[src/include/ddc_pkg.sv]
/*
 * Constants, register map and carrier types of the delay-locked loop
 * control block. Assumes a single 125 MHz clock (pclk) domain and an
 * APB register port with 32-bit data.
 */
// What this block does
// - Each reference rising edge steps the delay code toward phase alignment of the feedback.
// - The delay code is driven on the control bus that feeds the two slave delay lines.
// - While the freeze input is high and the delay reset input is high, the delay code keeps its present value.
// - Update-enable high for two consecutive cycles latches the control bus into the setting.
// - The delay reset input is active low and sampled on the clock edge.
// - Primary and secondary outputs each pick their own tap of the delay line.
// - The secondary output may be shifted further by 45, 22.5 or 11.25 degrees.
// - The secondary output may be divided by two or by four.
// - Duty-cycle correction is selectable on the primary and on the secondary output.
// - The lock indicator goes high once the delay loop has locked.
// - In time reference mode the code follows a 6-bit Gray code from a peer loop.
// - The own delay code leaves the block as a 6-bit Gray code for peer loops.
// - An increment indicator is received from and driven to peer loops.
// - A mismatch flag is high while the control bus differs from the latched setting.
package ddc_pkg;
    localparam int          CODE_W         = 6;
    localparam logic [5:0]  CODE_INIT      = 6'h20;
    localparam logic [5:0]  CODE_MAX       = 6'h3f;
    localparam int          LINE_LEN       = 128;
    localparam int          IDX_W          = 7;
    localparam int          PER_W          = 8;
    localparam logic [2:0]  FINE_TAPS_45   = 3'h4;
    localparam logic [2:0]  FINE_TAPS_22   = 3'h2;
    localparam logic [2:0]  FINE_TAPS_11   = 3'h1;
    localparam logic [1:0]  FINE_NONE      = 2'h0;
    localparam logic [1:0]  FINE_45        = 2'h1;
    localparam logic [1:0]  FINE_22        = 2'h2;
    localparam logic [1:0]  FINE_11        = 2'h3;
    localparam logic [1:0]  DIV_1          = 2'h0;
    localparam logic [1:0]  DIV_2          = 2'h1;
    localparam logic [1:0]  DIV_4          = 2'h2;
    localparam logic [2:0]  LOCK_REVERSALS = 3'h4;
    localparam logic [2:0]  LOSE_RUN       = 3'h4;
    // Register byte offsets
    localparam logic [7:0]  ADDR_CTRL      = 8'h00;
    localparam logic [7:0]  ADDR_STATUS    = 8'h04;
    localparam logic [7:0]  ADDR_IRQ_STAT  = 8'h08;
    localparam logic [7:0]  ADDR_IRQ_MASK  = 8'h0c;
    localparam int          CTRL_W         = 15;
    localparam logic [14:0] CTRL_RESET     = 15'h0000;
    localparam int          IRQ_W          = 3;
    localparam logic [2:0]  IRQ_RESET      = 3'h0;
    localparam int          IRQ_LOCK_GAIN  = 0;
    localparam int          IRQ_LOCK_LOSS  = 1;
    localparam int          IRQ_UPDATE     = 2;

    typedef struct packed {
        logic       dcc_sec;
        logic       dcc_prim;
        logic [1:0] div_sel;
        logic [1:0] fine_sel;
        logic [3:0] sec_tap;
        logic [3:0] prim_tap;
        logic       time_ref;
    } ddc_ctrl_t;

    typedef struct packed {
        logic       mismatch;
        logic       locked;
        logic [5:0] setting;
        logic [5:0] code;
    } ddc_status_t;

    typedef enum logic [1:0] {
        UPD_IDLE  = 2'b00,
        UPD_ARMED = 2'b01,
        UPD_DONE  = 2'b10
    } ddc_upd_t;

    function automatic logic [5:0] gray_to_bin(input logic [5:0] g);
        logic [5:0] b;
        b[5] = g[5];
        for (int i = 4; i >= 0; i--) begin
            b[i] = b[i+1] ^ g[i];
        end
        return b;
    endfunction : gray_to_bin
endpackage : ddc_pkg

[src/hdl/ddc_tap_line.sv]
/*
 * Tapped delay line: a shift register of the sampled reference clock,
 * one pclk per tap. Assumes the input is already synchronous to pclk.
 */
`timescale 1ns/1ps
`default_nettype none
module ddc_tap_line #(
    parameter int LEN = 128
) (
    // Clock and reset
    input  wire logic           pclk,
    input  wire logic           presetn,
    // Line
    input  wire logic           din,
    output logic      [LEN-1:0] taps
);
    always_ff @(posedge pclk or negedge presetn) begin
        if (!presetn) begin
            taps <= '0;
        end else begin
            taps <= {taps[LEN-2:0], din};
        end
    end
endmodule : ddc_tap_line
`default_nettype wire

[src/hdl/ddc_top.sv]
/*
 * Digital control of a delay-locked loop: bang-bang delay arithmetic,
 * slave update latch, tap selection, fine shift, divider, duty-cycle
 * correction, lock detect, peer Gray/increment chaining, APB registers
 * and interrupt. Assumes all DLL inputs are synchronous to pclk.
 */
// The address map and the APB register port were chosen for this implementation.
`timescale 1ns/1ps
`default_nettype none
module ddc_top #(
    parameter int LEN = ddc_pkg::LINE_LEN
) (
    // Clock and reset
    input  wire logic       pclk,
    input  wire logic       presetn,
    // APB slave
    input  wire logic [7:0] paddr,
    input  wire logic       psel,
    input  wire logic       penable,
    input  wire logic       pwrite,
    input  wire logic [31:0] pwdata,
    output logic      [31:0] prdata,
    output logic            pready,
    output logic            pslverr,
    output logic            irq,
    // Loop inputs
    input  wire logic       reference_clock_in,
    input  wire logic       feedback_clock_in,
    input  wire logic       delay_reset_n,
    input  wire logic       code_freeze,
    input  wire logic       code_update_enable,
    input  wire logic       peer_increment_in,
    input  wire logic [5:0] peer_gray_code_in,
    // Loop outputs
    output logic      [5:0] delay_code_bus,
    output logic      [5:0] slave_setting,
    output logic            primary_clock_out,
    output logic            secondary_clock_out,
    output logic            delay_locked,
    output logic            peer_increment_out,
    output logic      [5:0] peer_gray_code_out,
    output logic            code_mismatch_flag
);
    localparam int IDX_W  = ddc_pkg::IDX_W;
    localparam int CTRL_W = ddc_pkg::CTRL_W;
    localparam int IRQ_W  = ddc_pkg::IRQ_W;
    ddc_pkg::ddc_ctrl_t ctrl_q;
    ddc_pkg::ddc_upd_t  upd_q;
    logic [5:0]         code_q, setting_q;
    logic               ref_q, ref_prev_q, fb_q, ref_rise, step_up, step_down;
    logic               last_up_q, lock_q, lock_prev_q, upd_pulse_q;
    logic [2:0]         rev_q, run_q;
    logic [LEN-1:0]     taps;
    logic [ddc_pkg::PER_W-1:0] per_cnt_q, half_q;
    logic [2:0]         fine_add;
    logic [ddc_pkg::IDX_W-1:0] idx [2];
    logic [1:0]         src_q, dcc_q, shaped;
    logic [ddc_pkg::PER_W-1:0] dcc_cnt_q [2];
    logic               shaped_prev_q;
    logic [1:0]         div_q;
    logic [ddc_pkg::IRQ_W-1:0] stat_q, mask_q, events;
    logic               setup, access;

    // Clock sampling; inputs are synchronous, so one stage suffices
    always_ff @(posedge pclk or negedge presetn) begin
        if (!presetn) begin
            ref_q      <= 1'b0;
            ref_prev_q <= 1'b0;
            fb_q       <= 1'b0;
        end else begin
            ref_q      <= reference_clock_in;
            ref_prev_q <= ref_q;
            fb_q       <= feedback_clock_in;
        end
    end
    assign ref_rise = ref_q & ~ref_prev_q;
    // Feedback already high at the reference edge: it is early, add delay
    assign step_up   = ref_rise & fb_q & (code_q != ddc_pkg::CODE_MAX) &
                       ~code_freeze & ~ctrl_q.time_ref;
    assign step_down = ref_rise & ~fb_q & (code_q != 6'h00) &
                       ~code_freeze & ~ctrl_q.time_ref;

    // Delay arithmetic
    always_ff @(posedge pclk or negedge presetn) begin
        if (!presetn) begin
            code_q <= ddc_pkg::CODE_INIT;
        end else if (!delay_reset_n) begin
            code_q <= ddc_pkg::CODE_INIT;
        end else if (code_freeze) begin
            code_q <= code_q;
        end else if (ctrl_q.time_ref) begin
            code_q <= ddc_pkg::gray_to_bin(peer_gray_code_in);
        end else if (step_up) begin
            code_q <= code_q + 6'h01;
        end else if (step_down) begin
            code_q <= code_q - 6'h01;
        end
    end

    // Lock detect: steady dithering means aligned, a long run means lost
    always_ff @(posedge pclk or negedge presetn) begin
        if (!presetn) begin
            last_up_q <= 1'b0;
            rev_q     <= 3'h0;
            run_q     <= 3'h0;
            lock_q    <= 1'b0;
        end else if (!delay_reset_n) begin
            rev_q  <= 3'h0;
            run_q  <= 3'h0;
            lock_q <= 1'b0;
        end else if (step_up || step_down) begin
            last_up_q <= step_up;
            if (step_up != last_up_q) begin
                run_q <= 3'h0;
                if (rev_q == ddc_pkg::LOCK_REVERSALS - 3'h1) begin
                    lock_q <= 1'b1;
                end else begin
                    rev_q <= rev_q + 3'h1;
                end
            end else begin
                rev_q <= 3'h0;
                if (run_q == ddc_pkg::LOSE_RUN - 3'h1) begin
                    lock_q <= 1'b0;
                end else begin
                    run_q <= run_q + 3'h1;
                end
            end
        end
    end

    // Slave update: two consecutive enable cycles latch the bus
    always_ff @(posedge pclk or negedge presetn) begin
        if (!presetn) begin
            upd_q       <= ddc_pkg::UPD_IDLE;
            setting_q   <= ddc_pkg::CODE_INIT;
            upd_pulse_q <= 1'b0;
        end else if (!delay_reset_n) begin
            upd_q       <= ddc_pkg::UPD_IDLE;
            setting_q   <= ddc_pkg::CODE_INIT;
            upd_pulse_q <= 1'b0;
        end else begin
            upd_pulse_q <= 1'b0;
            case (upd_q)
                ddc_pkg::UPD_IDLE: begin
                    if (code_update_enable) upd_q <= ddc_pkg::UPD_ARMED;
                end
                ddc_pkg::UPD_ARMED: begin
                    if (code_update_enable) begin
                        setting_q   <= code_q;
                        upd_pulse_q <= 1'b1;
                        upd_q       <= ddc_pkg::UPD_DONE;
                    end else begin
                        upd_q <= ddc_pkg::UPD_IDLE;
                    end
                end
                ddc_pkg::UPD_DONE: begin
                    if (!code_update_enable) upd_q <= ddc_pkg::UPD_IDLE;
                end
                default: upd_q <= ddc_pkg::UPD_IDLE;
            endcase
        end
    end

    // Loop-facing outputs
    always_ff @(posedge pclk or negedge presetn) begin
        if (!presetn) begin
            delay_code_bus     <= ddc_pkg::CODE_INIT;
            slave_setting      <= ddc_pkg::CODE_INIT;
            // Gray of the reset code, so peers never see a code that was not held
            peer_gray_code_out <= ddc_pkg::CODE_INIT ^ (ddc_pkg::CODE_INIT >> 1);
            code_mismatch_flag <= 1'b0;
            peer_increment_out <= 1'b0;
            delay_locked       <= 1'b0;
        end else begin
            delay_code_bus     <= code_q;
            slave_setting      <= setting_q;
            peer_gray_code_out <= code_q ^ (code_q >> 1);
            code_mismatch_flag <= (code_q != setting_q);
            // Passed along a chain in time reference mode
            peer_increment_out <= ctrl_q.time_ref ? peer_increment_in : step_up;
            delay_locked       <= lock_q;
        end
    end

    ddc_tap_line #(.LEN(LEN)) u_line (
        .pclk    (pclk),
        .presetn (presetn),
        .din     (ref_q),
        .taps    (taps)
    );

    // Reference period, for duty-cycle correction
    always_ff @(posedge pclk or negedge presetn) begin
        if (!presetn) begin
            per_cnt_q <= '0;
            half_q    <= '0;
        end else if (ref_rise) begin
            per_cnt_q <= '0;
            half_q    <= (per_cnt_q + 8'h01) >> 1;
        end else if (per_cnt_q != 8'hff) begin
            per_cnt_q <= per_cnt_q + 8'h01;
        end
    end

    always_comb begin
        case (ctrl_q.fine_sel)
            ddc_pkg::FINE_45: fine_add = ddc_pkg::FINE_TAPS_45;
            ddc_pkg::FINE_22: fine_add = ddc_pkg::FINE_TAPS_22;
            ddc_pkg::FINE_11: fine_add = ddc_pkg::FINE_TAPS_11;
            default:          fine_add = 3'h0;
        endcase
    end
    // Each output picks its own tap relative to the loop code
    assign idx[0] = IDX_W'(code_q) + IDX_W'(ctrl_q.prim_tap);
    assign idx[1] = IDX_W'(code_q) + IDX_W'(ctrl_q.sec_tap) + IDX_W'(fine_add);

    for (genvar i = 0; i < 2; i++) begin : g_shape
        logic dcc_en;
        assign dcc_en = (i == 0) ? ctrl_q.dcc_prim : ctrl_q.dcc_sec;
        always_ff @(posedge pclk or negedge presetn) begin
            if (!presetn) begin
                src_q[i]     <= 1'b0;
                dcc_q[i]     <= 1'b0;
                dcc_cnt_q[i] <= '0;
            end else begin
                src_q[i] <= taps[idx[i]];
                // Rebuild a 50 % high time from the measured period
                if (taps[idx[i]] && !src_q[i] && half_q != 8'h00) begin
                    dcc_q[i]     <= 1'b1;
                    dcc_cnt_q[i] <= half_q - 8'h01;
                end else if (dcc_cnt_q[i] != 8'h00) begin
                    dcc_cnt_q[i] <= dcc_cnt_q[i] - 8'h01;
                end else begin
                    dcc_q[i] <= 1'b0;
                end
            end
        end
        assign shaped[i] = dcc_en ? dcc_q[i] : src_q[i];
    end

    // Secondary divider and clock outputs
    always_ff @(posedge pclk or negedge presetn) begin
        if (!presetn) begin
            shaped_prev_q       <= 1'b0;
            div_q               <= 2'h0;
            primary_clock_out   <= 1'b0;
            secondary_clock_out <= 1'b0;
        end else begin
            shaped_prev_q     <= shaped[1];
            primary_clock_out <= shaped[0];
            if (shaped[1] && !shaped_prev_q) div_q <= div_q + 2'h1;
            case (ctrl_q.div_sel)
                ddc_pkg::DIV_2: secondary_clock_out <= div_q[0];
                ddc_pkg::DIV_4: secondary_clock_out <= div_q[1];
                default:        secondary_clock_out <= shaped[1];
            endcase
        end
    end

    // APB: no wait state, answer registered in the setup cycle
    assign setup  = psel & ~penable;
    assign access = psel & penable & pready;
    assign events = {upd_pulse_q, lock_prev_q & ~lock_q, lock_q & ~lock_prev_q};

    always_ff @(posedge pclk or negedge presetn) begin
        if (!presetn) begin
            pready  <= 1'b0;
            pslverr <= 1'b0;
            prdata  <= 32'h0000_0000;
        end else begin
            pready  <= setup;
            pslverr <= setup & ~(paddr inside {ddc_pkg::ADDR_CTRL, ddc_pkg::ADDR_STATUS,
                                   ddc_pkg::ADDR_IRQ_STAT, ddc_pkg::ADDR_IRQ_MASK});
            prdata  <= 32'h0000_0000;
            if (setup && !pwrite) begin
                case (paddr)
                    ddc_pkg::ADDR_CTRL:     prdata <= 32'(ctrl_q);
                    ddc_pkg::ADDR_STATUS:   prdata <= 32'(ddc_pkg::ddc_status_t'(
                                               {code_mismatch_flag, lock_q, setting_q, code_q}));
                    ddc_pkg::ADDR_IRQ_STAT: prdata <= 32'(stat_q);
                    ddc_pkg::ADDR_IRQ_MASK: prdata <= 32'(mask_q);
                    default:                prdata <= 32'h0000_0000;
                endcase
            end
        end
    end

    always_ff @(posedge pclk or negedge presetn) begin
        if (!presetn) begin
            ctrl_q      <= ddc_pkg::CTRL_RESET;
            mask_q      <= ddc_pkg::IRQ_RESET;
            stat_q      <= ddc_pkg::IRQ_RESET;
            lock_prev_q <= 1'b0;
            irq         <= 1'b0;
        end else begin
            lock_prev_q <= lock_q;
            if (access && pwrite && paddr == ddc_pkg::ADDR_CTRL) ctrl_q <= pwdata[CTRL_W-1:0];
            if (access && pwrite && paddr == ddc_pkg::ADDR_IRQ_MASK) mask_q <= pwdata[IRQ_W-1:0];
            // A new event wins over a simultaneous write-one clear
            if (access && pwrite && paddr == ddc_pkg::ADDR_IRQ_STAT) begin
                stat_q <= (stat_q & ~pwdata[IRQ_W-1:0]) | events;
            end else begin
                stat_q <= stat_q | events;
            end
            irq <= |(stat_q & mask_q);
        end
    end
endmodule : ddc_top
`default_nettype wire

[config.mk]
export PLATFORM = sky130hd
export DESIGN_NAME = ddc_top
export DESIGN_NICKNAME = d
export VERILOG_FILES = /design/src/include/ddc_pkg.sv /design/src/hdl/ddc_tap_line.sv /design/src/hdl/ddc_top.sv
export SDC_FILE = /design/constraint.sdc
export NUM_CORES = 1
export LEC_CHECK = 0
export CAP_MARGIN = 25
export CELL_PAD_IN_SITES_DETAIL_PLACEMENT = 1
export CELL_PAD_IN_SITES_GLOBAL_PLACEMENT = 1
export CORE_UTILIZATION = 30
export DETAILED_ROUTE_END_ITERATION = 16
export DONT_BUFFER_PORTS = 1
export GPL_ROUTABILITY_DRIVEN = 0
export PLACE_DENSITY_LB_ADDON = 0.2
export SYNTH_ARGS = -nofsm -noshare
export SYNTH_HDL_FRONTEND = slang
export SYNTH_SLANG_ARGS = --single-unit
[constraint.sdc]
create_clock -name pclk -period 4.6 [get_ports pclk]
set_input_delay 0.92 -clock pclk [delete_from_list [all_inputs] [get_ports pclk]]
set_output_delay 0.92 -clock pclk [all_outputs]
set_load 0.01 [all_outputs]
Word level (Yosys, flattened, before mapping). Cells that the tools add are included.

Word-level logic and storage cells: 204. Flip-flop bits (word level): 271.

Add/sub/neg operators: 12. Bitwise logic cells: 34. Magnitude comparators: 2. Eq/ne operators: 29. Mux-type cells: 51. Reduce and logical (&&, ||, !) cells: 33.

Operator list (number): case mux 15 bit (4 select lines) (1); 2-to-1 mux 6 bit (8); 2-to-1 mux 8 bit (6); 2-to-1 mux 32 bit (1); 2-to-1 mux 3 bit (9); nonzero test 8 bit (3); 2-to-1 mux 1 bit (17); equality test 8 x 4 -> 1 bit (second input constant) (2); < comparator 7 x 8 -> 1 bit (second input constant) (2); subtractor 8 x 1 -> 8 bit (second input constant) (2); AND 1 bit (15); adder 6 x 4 -> 7 bit (2); binary-select mux 1 bit (select 7 bit) (2); != test 3 bit (second input constant) (4); AND reduction 2 bit (6); logical AND 1 bit (10); case mux 3 bit (3 select lines) (1); adder 8 x 1 -> 8 bit (second input constant) (1); equality test 2 bit (second input constant) (4); equality test 8 x 3 -> 1 bit (second input constant) (1); zero test 8 bit (1); 2-to-1 mux 2 bit (4); != test 8 bit (second input constant) (1); NOT 1 bit (8); 31 further kinds (50).

Logic depth before layout (Yosys ltp). Gate-level depths: netlist of the first run.

Depth after elaboration: 11. Mapped depth: 17. Depth with buffers taken out: 14.

Modules after synthesis. From an unflattened synthesis of the first run, not the netlist that was laid out.

Cells, all modules: 1086. Area, all modules: 12218.0 um^2.

Modules (own cells, without submodules): ddc_top (times used 1, area each 9014.9 um^2, sequential area each 3134.3 um^2, cells an instance 958); ddc_tap_line (times used 1, area each 3203.1 um^2, sequential area each 3203.1 um^2, cells an instance 128).

Least setup slack after synthesis of the first run. Ideal clock, no wire load.

Kind: register to register. From: register code_q[0]. To: register dcc_cnt_q[0] (netlist bit). Cell stages (with the launch flop): 18. Clock period less this slack: 3.412 ns. Data arrival time: 3.333 ns. Path buffers: 3. Required time: 4.521 ns. Library setup time: 0.079 ns. Slack: 1.188 ns. Path through: dfrtp_1 > inv_1 > fa_1 > inv_1 > ha_1 > inv_1 > fa_1 > buf_2 > buf_4 > mux2i_1 > nand3_1 > nand4_1 > o21ai_1 > o21ai_0 > o22ai_1 > o21ai_1 > buf_2 > mux2i_1.

Word-level cells in the longest chain between the ends: 7. Elaborated cells between the ends (all ways): 8.

Ends and longest elaborated chain: start, declared (line ddc_top.sv:49) `logic [5:0] code_q, setting_q;`; start signal, assigned (line ddc_top.sv:86) `code_q <= ddc_pkg::CODE_INIT;`; start signal, assigned (line ddc_top.sv:88) `code_q <= ddc_pkg::CODE_INIT;`; start signal, assigned (line ddc_top.sv:90) `code_q <= code_q;`; adder 6 x 4 -> 7 bit (*) (line ddc_top.sv:215) `assign idx[1] = IDX_W'(code_q) + IDX_W'(ctrl_q.sec_tap) + IDX_W'(fine_add);`; adder 7 x 3 -> 7 bit (*) (line ddc_top.sv:215); binary-select mux 1 bit (select 7 bit) (*) (line ddc_top.sv:228) `if (taps[idx[i]] && !src_q[i] && half_q != 8'h00) begin`; 2-to-1 mux 1 bit (implied by the code) (*) (line ddc_top.sv:228); logical AND 1 bit (*) (2 in a row) (line ddc_top.sv:228); 2-to-1 mux 8 bit or nonzero test 2 bit (tied branches); end signal, assigned by index (line ddc_top.sv:230) `dcc_cnt_q[i] <= half_q - 8'h01;`; end signal, assigned by index (line ddc_top.sv:232) `dcc_cnt_q[i] <= dcc_cnt_q[i] - 8'h01;`; end, declared (line ddc_top.sv:58) `logic [ddc_pkg::PER_W-1:0] dcc_cnt_q [2];`.

Every way passes the cells marked *; elsewhere a longest branch is shown, timed or not. The select of a mux whose other input is x is not followed. A chain may end at the register's enable or synchronous reset.

Worst setup path after layout of the first run.
From: register code_q[0]. To: register dcc_cnt_q[6] (netlist bit).

The elaborated chain is that of the path after synthesis.

==> flow_summary.rst, run 1 <==
.. list-table::
   :header-rows: 1

   * - Metric
     - Value
   * - Worst Path Class, Setup
     - reg2reg
   * - # DRC
     - 0
   * - CP Capture Type
     - register
   * - Vias after detailed routing
     - 7973
   * - Clock root buffer
     - clkbuf_16
   * - Number of vias per cell after detailed routing
     - 4.900
   * - Cell count after placement
     - 1571
   * - Minimum clock period
     - 3.897 ns
   * - Area of the core
     - 39910 um^2
   * - Start point of the critical path
     - code_q[0]$_DFFE_PN0P_
   * - Post-synth top area share
     - 0.5071
   * - Post-synthesis cell type with the largest combined area
     - dfrtp_1
   * - Post-CTS Hold Buffers
     - 0
   * - WP data arrival
     - 4.38 ns
   * - Highest net fanout along the worst path
     - 9
   * - Unrepaired setup endpoints after global routing
     - false
   * - Sequential cell area
     - 6312 um^2
   * - Critical register-to-register path endpoint
     - dcc_cnt_q[6]$_DFFE_PN0P_
   * - Highest attainable clock frequency
     - 0.2566 GHz
   * - Pin count of the biggest net entering global routing
     - 253
   * - Number of DRC markers after the initial detailed-route iteration
     - 347
   * - H-tree level count
     - 1
   * - Post-DRT Antenna Nets
     - 0
   * - Number of non-filler instances in the completed layout
     - 1627
   * - Pre-CTS setup slack
     - 0.6993 ns
   * - Share of synthesized area occupied by flip-flops and latches
     - 0.5179
   * - Global routing usage on met1
     - 0.2171
   * - Post-synthesis cell count
     - 1081
   * - Final layout net count
     - 1173
   * - Total inserted antenna cells
     - 0
   * - Startpoint Class
     - register
   * - Slack of the critical path
     - 0.7026 ns
   * - Via count of the first global-routing pass
     - 8445
   * - Final number of max-transition violations
     - 0
   * - CTS tree
     - yes
   * - Fin Hold WS
     - 0.07823 ns
   * - Status
     - finished, final reports clean
   * - Count of filler cells inserted in the layout
     - 4314
   * - Met3 global-route usage
     - 0.02557
   * - Synth-to-Final Area Change
     - 13.47%
   * - Prevailing post-synth register cell
     - dfrtp_1
   * - Start of the worst register-to-register path
     - code_q[0]$_DFFE_PN0P_
   * - Boundary pin count
     - 115
   * - Average wire per cell in the routed design
     - 19.14 um
   * - Final hold vios
     - 0
   * - Die outline width
     - 203.6 um
   * - Capture point of the worst path
     - dcc_cnt_q[6]$_DFFE_PN0P_
   * - Initial core utilization
     - 0.3054
   * - YS warnings
     - 0
   * - Skew final
     - 0.01102 ns
   * - Met2 Use GR
     - 0.2445
   * - Post-route clock period utilization
     - 0.8473
   * - Unique cell type count in the Yosys netlist
     - 58
   * - CTS Buf Count
     - 30
   * - Placement Rows
     - 73
   * - Cell types with the largest area share after synthesis
     - dfrtp_1 (51%), mux2i_1 (14%), nand3_1 (5.5%), ha_1 (3.3%), nand2_1 (1.9%)
   * - GRT overflow
     - 0
   * - Worst slew slack as a fraction of its limit
     - 0.4315
   * - Register bit count reported by yosys
     - 252
   * - Number of gates resized after CTS
     - 0
   * - All-Layer GR Usage
     - 0.1528
   * - Max_cap viols
     - 0
   * - Number of endpoints failing setup at the final stage
     - 0
   * - Antenna violations before repair
     - 0
   * - Pleak
     - 6.733 nW
   * - Clock sink count
     - 252
   * - Peak supply drop
     - 0.2903 mV
   * - Setup fix buffers added after clock tree synthesis
     - 0
   * - Detailed-placement wirelength estimate
     - 20520 um
   * - Area of the multi-input gates
     - 5415 um^2
   * - Fraction of registers with async set or reset after synthesis
     - 1.000
   * - Maximum clock path buffer count
     - 3
   * - Final design area excluding fillers
     - 13830 um^2
   * - Clock transition at the registers of the reported paths
     - 0.06 ns
   * - Clock insertion delay at the later pin of the skew report
     - 0.56 ns
   * - Total Die Area
     - 41440 um^2
   * - Required time of the critical path
     - 5.08 ns
   * - Total iterations of the first detailed-routing run
     - 4
   * - First-pass GRT wire length
     - 49690 um
   * - Accumulated negative setup slack
     - 0 ns
   * - Quantity of I/O buffers inserted on ports
     - 0
   * - Cell area power density
     - 425.5 nW/um^2
   * - Die Ht
     - 203.6 um
   * - Per-instance average area after synthesis
     - 11.27 um^2
   * - Routed wire length
     - 31130 um
   * - Global route hottest layer
     - met2
   * - FF-to-FF setup slack
     - 0.70 ns
   * - Actual transition at the worst max-transition pin
     - 0.8528 ns
   * - Number of synthesized flops with an enable pin
     - 0
   * - Placed standard-cell area
     - 12800 um^2
   * - Worst min-delay path class
     - in2async
   * - Area of the mapped netlist
     - 12190 um^2
   * - Proportion of layout cells with a drive suffix above 1
     - 0.09165
   * - Number of cells on the worst reg-to-reg path
     - 15
==> state kept, by name, indices dropped and copies added (netlist names), 7 cells and up <==
register,cells
u_line.taps,128
per_cnt_q,8
half_q,7
ctrl_q,13
prdata,15
dcc_cnt_q,16
==> through the flow <==
stage / utilization / total power, mW
floorplan: - / 3.233
global placement: 0.3207 / 3.445
detailed placement: 0.3207 / 3.468
CTS: 0.3465 / 5.994
global route: 0.3465 / 6.184
finish: 0.3465 / 5.885
==> Yosys cell counts, types with 22 or more instances <==
| master | instances |
|---|---|
| dfrtp_1 | 247 |
| buf_4 | 26 |
| nand3_1 | 135 |
| nand4_1 | 33 |
| inv_1 | 38 |
| mux2i_1 | 172 |
| ha_1 | 32 |
| nand2_1 | 63 |
| xor2_1 | 25 |
| nor2_1 | 44 |
| xnor2_1 | 26 |
| o21ai_0 | 23 |
| clkbuf_1 | 22 |
==> area by class of cell <==
cell class	instances	share of cell area
inverters	42	0.01140
clock buffers	48	0.06433
clock inverters	8	0.01013
multi-input cells	731	0.3916
flip-flops and latches	252	0.4564
repair buffers	21	0.01864
well taps	525	0.04750
==> logic make-up (layout without fill, tap and decap cells) <==
logic type / after synthesis / in the layout / share of synthesized area
adders and majority gates: 38 / 38 / 0.04271
buffers and inverters: 114 / 119 / 0.04630
other: 1 / 17 / 0.0003077
AOI/OAI and AO/OA: 89 / 89 / 0.04743
DFF: 252 / 252 / 0.5179
xor gates and xnor gates: 54 / 54 / 0.04158
and+or+nand+nor: 336 / 336 / 0.1366
muxes: 197 / 197 / 0.1671
==> cells in the final DEF (no fill, tap or decap), types with 9 or more instances in the layout <==
master / n
a21oi_1: 19
nand2_1: 63
xor2_1: 23
dfrtp_1: 247
inv_1: 38
nor3_1: 11
clkbuf_16: 31
xnor2_1: 25
ha_1: 31
conb_1: 17
mux2_2: 9
o21ai_0: 23
buf_4: 13
nand3_1: 135
mux2_1: 13
nor2b_1: 13
nand4_1: 33
clkbuf_1: 12
nor2_1: 44
mux2i_1: 172
==> worst max-delay path, cell delays in order, from the launching register on <==
cell and delay [ns]:
dfrtp_1 0.50, inv_1 0.17, fa_1 0.40, inv_1 0.06
ha_2 0.16, inv_1 0.05, fa_1 0.48, nand2b_1 0.19
a21oi_1 0.21, xnor2_2 0.31, mux2i_1 0.20, mux2i_1 0.31
o22ai_1 0.18, o21ai_1 0.14, buf_4 0.23, mux2i_1 0.21
==> worst min-delay path by stage <==
stage                                    from                         to  cells after the start
detailed placement            ref_q$_DFF_PN0_   u_line.taps[0]$_DFF_PN0_                      0
global route                          presetn  u_line.taps[94]$_DFF_PN0_                      0
global placement    u_line.taps[13]$_DFF_PN0_  u_line.taps[14]$_DFF_PN0_                      0
CTS                                   presetn  u_line.taps[93]$_DFF_PN0_                      0
finish                                presetn  u_line.taps[94]$_DFF_PN0_                      0
floorplan           u_line.taps[50]$_DFF_PN0_  u_line.taps[51]$_DFF_PN0_                      0
==> metal layers <==
metal,vias up,share of wire
met5,-,0
met3,37,0.032
met1,4078,0.48
li1,3777,-
met2,81,0.47
met4,0,0.019
==> power by group <==
part	switching (mW)	internal, mW	total (mW)
Combinational	0.478	0.386	0.864
Sequential	0.159	2.39	2.55
Clock	0.932	1.54	2.47
Total	1.57	4.32	5.88
Power figures use the tool's default switching activity.
==> inputs of run 2 (changes only) <==
==> constraint.sdc (replaced) <==
create_clock -name pclk -period 3.2 [get_ports pclk]
set_input_delay 0.64 -clock pclk [delete_from_list [all_inputs] [get_ports pclk]]
set_output_delay 0.64 -clock pclk [all_outputs]
set_load 0.01 [all_outputs]
==> run 2 against run 1 <==
The run now ends with hold timing, setup timing left. Total power is 46% higher. Routed wire length is 6.8% higher. Sequential share of layout area decreased by 2.6 points. Largest power group unchanged.
==> flow_summary.rst, run 2 (synthesis gave the netlist of run 1 again) <==
.. list-table::
   :header-rows: 1

   * - Metric
     - Value
   * - CTS Buf Count
     - 30
   * - Number of gates on the worst path with buffers counted
     - 18
   * - Via count of the first global-routing pass
     - 8920
   * - Number of cells on the worst reg-to-reg path
     - 18
   * - Skew final
     - 0.02076 ns
   * - Total Die Area
     - 41440 um^2
   * - Antenna violations before repair
     - 4
   * - WP data arrival
     - 4.10 ns
   * - Number of endpoints failing setup at the final stage
     - 20
   * - Total iterations of the first detailed-routing run
     - 4
   * - Slack of the critical path
     - -0.4351 ns
   * - Status
     - complete, but fails checks
   * - Initial core utilization
     - 0.3054
   * - Final layout net count
     - 1235
   * - Clock sink count
     - 252
   * - Routed wire length
     - 33250 um
   * - CP Capture Type
     - register
   * - Clock transition at the registers of the reported paths
     - 0.06 ns
   * - Final total power
     - 8.567 mW
   * - Final number of max-transition violations
     - 0
   * - Final hold vios
     - 247
   * - Maximum clock path buffer count
     - 3
   * - Largest register FFs
     - 128
   * - Die outline width
     - 203.6 um
   * - Peak supply drop
     - 0.3997 mV
   * - H-tree level count
     - 1
   * - Detailed-placement wirelength estimate
     - 21560 um
   * - Pin count of the biggest net entering global routing
     - 253
   * - Post-DRT Antenna Nets
     - 0
   * - Max_cap viols
     - 0
   * - Crit path cell chain
     - nor2b_4, fa_1, ha_2, inv_2, fa_2, buf_6, xnor2_4, buf_12, buf_12, buf_6, nand3_2, nand4_1, mux2i_1, mux2i_1, o22ai_4, o21ai_4, buf_6, mux2i_2
   * - Share of total power in sequential cells
     - 0.428
   * - Accumulated negative setup slack
     - -6.597 ns
   * - Pleak
     - 7.145 nW
   * - Worst min-delay path class
     - in2async
   * - CTS tree
     - yes
   * - All-Layer GR Usage
     - 0.1621
   * - Count of filler cells inserted in the layout
     - 4273
   * - NetSw
     - 2.323 mW
   * - Number of vias per cell after detailed routing
     - 4.935
   * - Clock root buffer
     - clkbuf_16
   * - First-pass GRT wire length
     - 52590 um
   * - Most used cell, CP
     - buf_6
   * - Clock network fraction of design power
     - 0.411
   * - Quantity of I/O buffers inserted on ports
     - 0
   * - Biggest regs
     - u_line.taps (128), dcc_cnt_q (16), prdata (15)
   * - Leading cell types in the layout, fill and taps excluded
     - dfrtp_1 (245), mux2i_1 (169), nand3_1 (132), nand2_1 (62), buf_4 (53)
   * - Cell area power density
     - 583.6 nW/um^2
   * - Fin Hold WS
     - -0.1976 ns
   * - Clock insertion delay at the later pin of the skew report
     - 0.57 ns
   * - Average wire per cell in the routed design
     - 19.69 um
   * - Actual transition at the worst max-transition pin
     - 0.5853 ns
   * - # DRC
     - 0
   * - Family with the most delay on the worst path
     - adder cells
   * - Worst Path Class, Setup
     - reg2reg
   * - Register name with the most flops
     - u_line.taps
   * - Largest stage delay on the critical path
     - 0.49 ns
   * - Startpoint Class
     - register
   * - Most common cell after layout, fill and taps aside
     - dfrtp_1
   * - Area of the core
     - 39910 um^2
   * - Highest attainable clock frequency
     - 0.2751 GHz
   * - Proportion of layout cells with a drive suffix above 1
     - 0.1635
   * - Internal power
     - 6.244 mW
   * - Minimum clock period
     - 3.635 ns
   * - Boundary pin count
     - 115
   * - GRT overflow
     - 0
   * - Die Ht
     - 203.6 um
   * - Final design area excluding fillers
     - 14680 um^2
   * - Crit path buf inv count
     - 6
   * - Placement Rows
     - 73
   * - Number of DRC markers after the initial detailed-route iteration
     - 347
   * - Synth-to-Final Area Change
     - 20.45%
   * - Worst slew slack as a fraction of its limit
     - 0.6068
   * - Logic gate share of total power
     - 0.161
   * - Slowest-stage cell, CP
     - fa_1
   * - Failing checks
     - hold timing, setup timing
   * - Switching fraction of total power
     - 0.2712
   * - Vias after detailed routing
     - 8336
   * - Post-route clock period utilization
     - 1.136
   * - Unrepaired setup endpoints after global routing
     - true
   * - Highest net fanout along the worst path
     - 7
   * - Required time of the critical path
     - 3.67 ns
   * - Placed standard-cell area
     - 13230 um^2
==> run 2: worst reg2reg max path: stages (launching register included) <==
cell     delay (ns)
dfrtp_1        0.40
nor2b_4        0.14
fa_1           0.49
ha_2           0.18
inv_2          0.04
fa_2           0.35
buf_6          0.15
xnor2_4        0.17
buf_12         0.16
buf_12         0.14
buf_6          0.10
nand3_2        0.06
nand4_1        0.12
mux2i_1        0.08
mux2i_1        0.27
o22ai_4        0.13
o21ai_4        0.18
buf_6          0.17
mux2i_2        0.22
==> run 2: timing repair <==
| action | in CTS | in global routing |
|---|---|---|
| buffers inserted | 6 | 1 |
| gates resized for setup | 24 | 17 |
| pin swaps | 9 | 1 |
| cloned | 4 | 4 |
| setup endpoints to repair | 20 | 24 |
| hold endpoints to repair | 250 | 247 |
==> run 2: worst paths after layout <==
| path | slack (ns) | start | to |
|---|---|---|---|
| min in group pclk | 0.11 | feedback_clock_in | fb_q$_DFF_PN0_ |
| max in group asynchronous | 2.99 | presetn | setting_q[5]$_DFFE_PN1P_ |
| worst max-delay path | -0.44 | ctrl_q[10]$_DFFE_PN0P_ | dcc_cnt_q[6]$_DFFE_PN0P_ |
| worst min register to register | 0.39 | ref_q$_DFF_PN0_ | u_line.taps[0]$_DFF_PN0_ |
| worst min-delay path | -0.20 | presetn | u_line.taps[28]$_DFF_PN0_ |
| worst max register to register | -0.44 | ctrl_q[10]$_DFFE_PN0P_ | dcc_cnt_q[6]$_DFFE_PN0P_ |
==> run 2: final cells by class <==
type / instances / area [um^2] / area share
Sequential cell: 252 / 6315 / 0.4302
Multi-Input combinational cell: 731 / 5540 / 0.3774
Timing Repair Buffer: 83 / 979.7 / 0.06674
Clock buffer: 43 / 890.9 / 0.06068
Tap cell: 525 / 656.9 / 0.04475
Inverter: 42 / 157.7 / 0.01074
Clock inverter: 11 / 135.1 / 0.009205
Antenna cell: 2 / 5.005 / 0.0003409
==> run 2: stage by stage <==
| stage | std cells | util | setup slack [ns] | hold slack (ns) |
|---|---|---|---|---|
| finish | 1689 | 0.3678 | -0.4351 | -0.1976 |
| detailed placement | 1619 | 0.3314 | -0.4780 | 0.3680 |
| floorplan | 1097 | - | 0.005252 | 0.3444 |
| CTS | 1683 | 0.3637 | -0.3824 | -0.2343 |
| global placement | 1619 | 0.3314 | -0.4247 | 0.3696 |
| global route | 1689 | 0.3678 | -0.5684 | -0.2356 |
==> run 2: metal layers <==
metal / up-vias / global-route usage / part of all wire
li1: 3899 / - / -
met1: 4293 / 0.2329 / 0.49
met2: 86 / 0.2527 / 0.46
met3: 54 / 0.02764 / 0.032
met4: 4 / 0.03921 / 0.022
met5: - / 0 / 0.00087
==> run 2: power groups by stage <==
stage	combinational, mW	sequential, mW	clock [mW]
3_3_place_gp	1.29	3.72	0
5_1_grt	1.56	3.70	3.76
6_report	1.38	3.66	3.52
4_1_cts	1.37	3.67	3.63
2_1_floorplan	0.992	3.66	0
3_5_place_dp	1.31	3.72	0
